==> config.mk <==
export PLATFORM = sky130hd
export DESIGN_NAME = fidp_top
export DESIGN_NICKNAME = d
export VERILOG_FILES = /design/src/pkg/fidp_pkg.sv /design/src/fidp_top.sv /design/src/fidp_sync.sv /design/src/fidp_shift.sv
export VERILOG_INCLUDE_DIRS = /design/src /design/src/pkg
export SDC_FILE = /design/constraint.sdc
export NUM_CORES = 1
export LEC_CHECK = 0
export ABC_AREA = 1
export BUFFER_PORTS_ARGS = -buffer_cell sky130_fd_sc_hd__buf_2
export CORE_UTILIZATION = 45
export CTS_BUF_LIST = sky130_fd_sc_hd__clkbuf_16
export CTS_CLUSTER_DIAMETER = 200
export CTS_CLUSTER_SIZE = 8
export DETAILED_ROUTE_END_ITERATION = 7
export PLACE_DENSITY = 0.68
export SLEW_MARGIN = 20
export SYNTH_ARGS = -nofsm -noshare
export SYNTH_HDL_FRONTEND = slang
export SYNTH_SLANG_ARGS = --single-unit
==> constraint.sdc <==
create_clock -name I_MCLK -period 2.21 [get_ports I_MCLK]
set_input_delay 0.442 -clock I_MCLK [delete_from_list [all_inputs] [get_ports I_MCLK]]
set_output_delay 0.442 -clock I_MCLK [all_outputs]
set_load 0.02 [all_outputs]
==> src/pkg/fidp_regs.svh <==
// constants of the flash identification and deep power-down logic
// assumes inclusion by the top-level design file only
`ifndef FIDP_REGS_SVH
`define FIDP_REGS_SVH
`define FIDP_OP_JEDEC_ID   8'h9F
`define FIDP_OP_LEGACY_ID  8'h90
`define FIDP_OP_DUAL_ID    8'h92
`define FIDP_OP_QUAD_ID    8'h94
`define FIDP_OP_POWERDOWN  8'hB9
`define FIDP_OP_RESUME     8'hAB
`define FIDP_BITS_OPCODE   6'h08
`define FIDP_BITS_DUMMY3   6'h18
`define FIDP_BITS_DUAL_HDR 6'h18
`define FIDP_BITS_QUAD_HDR 6'h1C
`define FIDP_FAMILY_POS    5
`define FIDP_SUBCODE_POS   5
`endif

==> src/pkg/fidp_pkg.sv <==
// types of the flash identification and deep power-down logic
// assumes fidp_regs.svh for the constants
package fidp_pkg;
	typedef enum logic [2:0] {
		FIDP_IDLE,
		FIDP_SKIP,
		FIDP_JEDEC,
		FIDP_LEGACY,
		FIDP_DUAL,
		FIDP_QUAD,
		FIDP_RESUME
	} fidp_cmd_t;
	typedef struct packed {
		logic       cs_n;
		logic       sck_rise;
		logic       sck_fall;
		logic [3:0] io;
	} fidp_link_t;
endpackage

==> src/fidp_top.sv <==
// identification commands and deep power-down of a serial flash
// assumes SPI mode 0/3 host; I_SCK much slower than I_MCLK; I_BUSY from array logic
`timescale 1ns/1ps
`include "fidp_regs.svh"
module fidp_top #(
	parameter logic [7:0] MAKER_ID  = 8'h5A, // arbitrary value
	parameter logic [2:0] FAMILY    = 3'h2,  // arbitrary value
	parameter logic [4:0] DENSITY   = 5'h03, // arbitrary value
	parameter logic [2:0] SUBCODE   = 3'h0,  // arbitrary value
	parameter logic [4:0] VERSION   = 5'h02, // arbitrary value
	parameter logic [7:0] LEGACY_ID = 8'h33  // arbitrary value
) (
	// clock and reset
	input  wire logic       I_MCLK,
	input  wire logic       I_RST_N,
	// serial link pins
	input  wire logic       I_CS_N,
	input  wire logic       I_SCK,
	input  wire logic [3:0] I_IO,
	output logic [3:0]      O_IO,
	output logic [3:0]      O_IO_OE,
	// array state
	input  wire logic       I_BUSY,
	// mode status
	output logic            O_DEEP_PD,
	output logic            O_STANDBY
);
	fidp_pkg::fidp_link_t link;
	fidp_pkg::fidp_cmd_t  cmd_q;
	fidp_pkg::fidp_cmd_t  cmd_d;
	logic [5:0]  cnt_q;
	logic [7:0]  op_q;
	logic        addr_lsb_q;
	logic        pd_q;
	logic        pd_pend_q;
	logic        rs_pend_q;
	logic        out_on_q;
	logic [1:0]  idx_q;
	logic [2:0]  bit_q;
	logic        busy_s1_q;
	logic        busy_q;
	logic        cs_old_q;

	wire         rise      = link.sck_rise & ~link.cs_n;
	wire         fall      = link.sck_fall & ~link.cs_n;
	wire         cs_rel    = link.cs_n & ~cs_old_q;
	wire [7:0]   op_next   = {op_q[6:0], link.io[0]};
	wire         op_done   = (cnt_q == `FIDP_BITS_OPCODE - 6'h01) & rise;
	wire         aligned   = (cnt_q[2:0] == 3'h0);
	wire [7:0]   dev1      = {FAMILY, DENSITY};
	wire [7:0]   dev2      = {SUBCODE, VERSION};
	wire [2:0]   width     = (cmd_q == fidp_pkg::FIDP_QUAD) ? 3'h4 :
		(cmd_q == fidp_pkg::FIDP_DUAL) ? 3'h2 : 3'h1;
	wire [2:0]   last_bit  = 3'h7 / width;
	wire [5:0]   hdr_bits  = (cmd_q == fidp_pkg::FIDP_JEDEC) ? 6'h00 :
		(cmd_q == fidp_pkg::FIDP_DUAL) ? `FIDP_BITS_DUAL_HDR :
		(cmd_q == fidp_pkg::FIDP_QUAD) ? `FIDP_BITS_QUAD_HDR : `FIDP_BITS_DUMMY3;
	wire         hdr_done  = (cnt_q == `FIDP_BITS_OPCODE + hdr_bits);
	wire         reading   = (cmd_q != fidp_pkg::FIDP_IDLE) && (cmd_q != fidp_pkg::FIDP_SKIP);
	wire         start_out = fall & reading & ~out_on_q & hdr_done;
	wire         next_byte = fall & out_on_q & (bit_q == last_bit);
	wire         shift_en  = fall & out_on_q & ~next_byte;
	wire [1:0]   idx_d     = start_out ? 2'h0 : idx_q + 2'h1;
	wire [3:0]   io_bits;

	// byte sequence of each read, indexed by byte count
	function automatic logic [7:0] id_byte(input fidp_pkg::fidp_cmd_t c,
		input logic [1:0] i, input logic swap);
		logic [7:0] b;
		b = MAKER_ID;
		unique case (c)
			fidp_pkg::FIDP_JEDEC:  b = (i == 2'h0) ? MAKER_ID :
				(i == 2'h1) ? dev1 : dev2;
			fidp_pkg::FIDP_LEGACY: b = i[0] ? LEGACY_ID : MAKER_ID;
			fidp_pkg::FIDP_DUAL,
			fidp_pkg::FIDP_QUAD:   b = (i[0] ^ swap) ? LEGACY_ID : MAKER_ID;
			fidp_pkg::FIDP_RESUME: b = LEGACY_ID;
			fidp_pkg::FIDP_IDLE,
			fidp_pkg::FIDP_SKIP:   b = 8'h00;
		endcase
		return b;
	endfunction

	// opcode decode; power-down hears only resume
	function automatic fidp_pkg::fidp_cmd_t decode(input logic [7:0] op, input logic pd);
		fidp_pkg::fidp_cmd_t c;
		c = fidp_pkg::FIDP_SKIP;
		if (op == `FIDP_OP_RESUME)
			c = fidp_pkg::FIDP_RESUME;
		else if (!pd) begin
			if (op == `FIDP_OP_JEDEC_ID)
				c = fidp_pkg::FIDP_JEDEC;
			else if (op == `FIDP_OP_LEGACY_ID)
				c = fidp_pkg::FIDP_LEGACY;
			else if (op == `FIDP_OP_DUAL_ID)
				c = fidp_pkg::FIDP_DUAL;
			else if (op == `FIDP_OP_QUAD_ID)
				c = fidp_pkg::FIDP_QUAD;
		end
		return c;
	endfunction

	fidp_sync u_sync (
		.i_clk   (I_MCLK),
		.i_rst_n (I_RST_N),
		.i_cs_n  (I_CS_N),
		.i_sck   (I_SCK),
		.i_io    (I_IO),
		.o_link  (link)
	);

	fidp_shift u_shift (
		.i_clk   (I_MCLK),
		.i_rst_n (I_RST_N),
		.i_load  (start_out | next_byte),
		.i_shift (shift_en),
		.i_width (width),
		.i_byte  (id_byte(cmd_q, start_out ? 2'h0 : idx_d, addr_lsb_q)),
		.o_bits  (io_bits)
	);

	assign cmd_d = op_done ? decode(op_next, pd_q) : cmd_q;

	// busy comes from the array logic on its own timing, so it is synchronised
	always_ff @(posedge I_MCLK or negedge I_RST_N) begin
		if (!I_RST_N) begin
			busy_s1_q <= 1'b0;
			busy_q    <= 1'b0;
		end else begin
			busy_s1_q <= I_BUSY;
			busy_q    <= busy_s1_q;
		end
	end

	// command capture; count stops wrapping, low bits keep byte alignment
	always_ff @(posedge I_MCLK or negedge I_RST_N) begin
		if (!I_RST_N) begin
			cnt_q      <= 6'h00;
			op_q       <= 8'h00;
			cmd_q      <= fidp_pkg::FIDP_IDLE;
			addr_lsb_q <= 1'b0;
			pd_pend_q  <= 1'b0;
			rs_pend_q  <= 1'b0;
		end else if (link.cs_n) begin
			cnt_q      <= 6'h00;
			cmd_q      <= fidp_pkg::FIDP_IDLE;
			addr_lsb_q <= 1'b0;
			pd_pend_q  <= 1'b0;
			rs_pend_q  <= 1'b0;
		end else if (rise) begin
			cnt_q <= (cnt_q[5:3] == 3'h7) ? {3'h7, cnt_q[2:0] + 3'h1} : cnt_q + 6'h01;
			if (cnt_q < `FIDP_BITS_OPCODE)
				op_q <= op_next;
			cmd_q <= cmd_d;
			if (op_done) begin
				pd_pend_q <= (op_next == `FIDP_OP_POWERDOWN) & ~pd_q & ~busy_q;
				rs_pend_q <= (op_next == `FIDP_OP_RESUME) & pd_q;
			end
			// last address bit: single line for dual/quad low nibble lane 0
			if (cnt_q == `FIDP_BITS_OPCODE + hdr_bits - 6'h01 - ((cmd_q ==
				fidp_pkg::FIDP_QUAD) ? 6'h04 : 6'h00) && (cmd_q == fidp_pkg::FIDP_DUAL
				|| cmd_q == fidp_pkg::FIDP_QUAD))
				addr_lsb_q <= link.io[0];
		end
	end

	// power-down state: entered or left only on an aligned chip select release
	always_ff @(posedge I_MCLK or negedge I_RST_N) begin
		if (!I_RST_N) begin
			pd_q <= 1'b0;
		end else if (cs_rel && aligned) begin
			if (pd_pend_q)
				pd_q <= 1'b1;
			else if (rs_pend_q)
				pd_q <= 1'b0;
		end
	end

	always_ff @(posedge I_MCLK or negedge I_RST_N) begin
		if (!I_RST_N)
			cs_old_q <= 1'b1;
		else
			cs_old_q <= link.cs_n;
	end

	// output sequencing on falling edges
	always_ff @(posedge I_MCLK or negedge I_RST_N) begin
		if (!I_RST_N) begin
			out_on_q <= 1'b0;
			idx_q    <= 2'h0;
			bit_q    <= 3'h0;
		end else if (link.cs_n) begin
			out_on_q <= 1'b0;
			idx_q    <= 2'h0;
			bit_q    <= 3'h0;
		end else if (start_out || next_byte) begin
			out_on_q <= 1'b1;
			idx_q    <= (cmd_q == fidp_pkg::FIDP_JEDEC && idx_d == 2'h3) ? 2'h2 : idx_d;
			bit_q    <= 3'h0;
		end else if (shift_en) begin
			bit_q    <= bit_q + 3'h1;
		end
	end

	// lanes enabled by width; chip select high floats at once
	// single mode moves the bit onto the serial output lane
	assign O_IO    = (width == 3'h1) ? {2'h0, io_bits[0], 1'b0} : io_bits;
	assign O_IO_OE = (out_on_q && !link.cs_n) ? ((width == 3'h4) ? 4'hF :
		(width == 3'h2) ? 4'h3 : 4'h2) : 4'h0;
	assign O_DEEP_PD = pd_q;
	assign O_STANDBY = link.cs_n & ~busy_q & ~pd_q;
endmodule

==> src/fidp_sync.sv <==
// two-flip-flop synchroniser plus edge detection of the serial clock
// assumes pins from outside the I_MCLK domain
`timescale 1ns/1ps
module fidp_sync (
	// clock and reset
	input  wire logic                i_clk,
	input  wire logic                i_rst_n,
	// pins
	input  wire logic                i_cs_n,
	input  wire logic                i_sck,
	input  wire logic [3:0]          i_io,
	// synchronised view
	output fidp_pkg::fidp_link_t     o_link
);
	logic [5:0] s1_q;
	logic [5:0] s2_q;
	logic       sck_old_q;
	always_ff @(posedge i_clk or negedge i_rst_n) begin
		if (!i_rst_n) begin
			s1_q      <= 6'h01;
			s2_q      <= 6'h01;
			sck_old_q <= 1'b0;
		end else begin
			s1_q      <= {i_sck, i_io, i_cs_n};
			s2_q      <= s1_q;
			sck_old_q <= s2_q[5];
		end
	end
	assign o_link.cs_n     = s2_q[0];
	assign o_link.io       = s2_q[4:1];
	assign o_link.sck_rise = s2_q[5] & ~sck_old_q;
	assign o_link.sck_fall = ~s2_q[5] & sck_old_q;
endmodule

==> src/fidp_shift.sv <==
// output shifter: presents id bytes msb first, 1, 2 or 4 bits per fall
// assumes loads and shifts come on falling serial clock edges
`timescale 1ns/1ps
module fidp_shift (
	// clock and reset
	input  wire logic       i_clk,
	input  wire logic       i_rst_n,
	// control
	input  wire logic       i_load,
	input  wire logic       i_shift,
	input  wire logic [2:0] i_width,
	input  wire logic [7:0] i_byte,
	// data
	output logic [3:0]      o_bits
);
	logic [7:0] sr_q;
	logic [7:0] sr_d;
	logic [3:0] out_q;
	logic [3:0] out_d;
	assign sr_d  = i_load ? i_byte : (sr_q << i_width);
	assign out_d = (i_width == 3'h4) ? sr_d[7:4] :
		(i_width == 3'h2) ? {2'h0, sr_d[7:6]} : {3'h0, sr_d[7]};
	always_ff @(posedge i_clk or negedge i_rst_n) begin
		if (!i_rst_n) begin
			sr_q  <= 8'h00;
			out_q <= 4'h0;
		end else if (i_load || i_shift) begin
			sr_q  <= sr_d;
			out_q <= out_d;
		end
	end
	assign o_bits = out_q;
endmodule

==> run_results.csv <==
group,metric,value,unit
run,maxCapViolCount,0,
sta,finalCriticalPeriod,2.11,ns
sta,maxSlewHeadroom,60.7,%
global_routing,grt_pass1_wl,10200,um
global_routing,track_usage,21.5,%
sta,post-route-period-util,95.4,%
synthesis,synth_seq_area_share,44.9,%
synthesis,yosys_warnings,0,
cells_and_area,finalNetCount,378,
placed_design,dp_hpwl,4290,um
routing,vias,2272,
critical_path,cp.arrival,1.67,ns
routing,wl_met2,2850,um
synthesis,synth_fp_nets,348,
routing,drt_wl_total,5850,um
cts,cts.sinks,47,
floorplanning,core_area,5570,um2
synthesis,synth_top_cell_area_share,41.9,%
sta,tns,0,ns
sta,final_max_slew_viol_count,0,
placed_design,io_buffers,15,
routing,post-route-drc-count,0,
cts,cts_inserted_buffers,5,
floorplanning,dieArea,6150,um2
cells_and_area,mostFrequentLayoutCells,"nand2_1 (71), inv_1 (48), dfrtp_1 (44)",
cts,insertion_delay,0.29,ns
run_status,status,"complete, no violations",
synthesis,syn-instance-count,333,
routing,ant_nets,0,
routing,drtIter0Drc,152,
routing,wl_per_cell,13.4,um
routing,routed.top_layer,"met4",
worst_hold_path,hp-class,"in2async",
critical_path,crit_type,"reg2out",
synthesis,synthTopCellsByArea,"dfrtp_1 (42%), nand2_1 (10%), inv_1 (6.9%), o21ai_0 (6.1%), nor2_1 (4.4%)",
synthesis,netlist_area,2630,um2
cts,h-tree-depth,2,
pwr,power.density,628,nW/um2
global_routing,grt_pass1_vias,2219,
cells_and_area,drive_gt1_share,17.9,%
synthesis,synth-seq-cells,47,
cells_and_area,final_util,54.7,%
cts,ctsResizeCount,0,
sta,rsz0062_at_grt,"no",
synthesis,synthArstFlopShare,100,%
floorplanning,die_h,78.4,um
cts,cts_setup_buffers,0,
cts,cts-root-buf,"clkbuf_16",
cts,cts_buffer_depth,2,
floorplanning,initial_core_util,47.2,%
synthesis,synth.distinct_cells,41,
critical_path,end_kind,"primary output",
critical_path,crit_fanout,11,
routing,viasPerCell,5.21,
cts,cts_tree,"yes",
synthesis,synth_flop_cell,"dfrtp_1",
placed_design,place_area,2860,um2
synthesis,yosys.area.top_type,"dfrtp_1",
cells_and_area,final_common_cell,"nand2_1",
global_routing,antenna_found_initial,0,
placed_design,gp_congestion,0.860,
sta,clock_skew,0.00646,ns
routing,drtPass1Iterations,4,
pwr,p_leak,1.44,nW
cts,cts_hold_buf,0,
sta,tightest_slew,0.589,ns
pwr,irDropWorstVdd,0.465,mV
cells_and_area,fin_area,3050,um2
sta,hold_viol_final,0,
cells_and_area,syn_to_final_growth,16.0,%
cts,cts.clk_slew.worst_paths,0.07,ns
global_routing,grt_max_degree,48,
critical_path,cp.required,1.77,ns
critical_path,cp-start-kind,"register",
floorplanning,die_w,78.4,um
routing,m1WireLength,2720,um
sta,clock.fmax,474,MHz
routing,wl_met3,192,um
sta,final-setup-viol-count,0,
global_routing,grt-ovfl-total,0,
floorplanning,pin_count,19,
synthesis,avgSynthCellArea,7.89,um2
placed_design,dpl_worst_slack,0.123,ns
synthesis,synth_edf_count,0,
cells_and_area,diodes,0,
floorplanning,num_rows,27,
sta,fin_ws,0.102,ns
-- registers in the layout, summed over array words and instances (netlist names), 2 cells and up --
name and flops:
idx_q 2, cmd_q 3, bit_q 3, u_sync.s2_q 3
cnt_q 6, u_shift.o_bits 4, u_sync.s1_q 3, u_shift.sr_q 7
op_q 7
-- power by group --
part           internal (mW)  switching (mW)  total, mW
Clock                  0.538           0.334      0.871
Combinational         0.0352          0.0749      0.110
Sequential             0.901          0.0344      0.935
-- path summary, 6_finish.rpt --
check                                from              to  slack (ns)  cells after the start
setup / recovery                 cmd_q[1]         O_IO[1]        0.10                      8
hold / removal                    I_RST_N        cnt_q[0]        0.23                      2
setup reg to reg                 cmd_q[1]      addr_lsb_q        0.18                     11
hold reg to reg            u_sync.s1_q[1]  u_sync.s2_q[1]        0.35                      0
max in group asynchronous         I_RST_N        bit_q[1]        1.57                      2
min in group I_MCLK                I_CS_N  u_sync.s1_q[0]        0.25                      1
-- layout make-up --
class	instances	area [um2]
Tap cell	72	90.1
Sequential cell	47	1180
Timing Repair Buffer	29	180
Inverter	54	208
Multi-Input combinational cell	226	1220
Clock buffer	5	125
Clock inverter	3	46.3
Fill cell	533	2520
-- cells in the mapped netlist, drive strengths merged, types with 2 or more instances --
cell type,number
o21ai,34
o211ai,2
inv,52
buf,4
nor3,7
clkbuf,2
o32ai,2
o22ai,5
nor2,32
clkinv,2
ha,6
nand4,5
nor4,4
nand3,26
o221ai,3
xor2,2
dfstp,3
a21oi,13
dfrtp,44
nand2,77
-- critical path: stages, from the launching register on --
cell and delay, ns:
dfrtp_1 0.41, inv_2 0.07, nand3_2 0.10, buf_4 0.21, nand2_4 0.12, buf_4 0.17, nand2_1 0.05, o21ai_0 0.06
buf_2 0.18
-- per-stage QoR --
step	total power, mW	hold WS [ns]	cells
2_1_floorplan	1.01	0.146	333
3_3_place_gp	1.06	0.332	428
3_5_place_dp	1.06	0.337	428
4_1_cts	1.94	0.240	436
5_1_grt	1.99	0.235	436
6_report	1.92	0.232	436
-- metal layers --
metal  vias up  global-route usage, %
met5         -                      0
met4         0                   6.67
li1       1152                      -
met3         9                   4.65
met1      1075                   27.4
met2        36                   36.3
-- cells by family after synthesis --
| kind of cell | share of synthesized area, % |
|---|---|
| simple gates | 27.6 |
| fa+ha+maj | 2.86 |
| xor+xnor | 1.00 |
| flops | 44.9 |
| buf+inv | 9.28 |
| compound gates | 14.4 |
No activity file was read; power rests on OpenSTA's default activity.
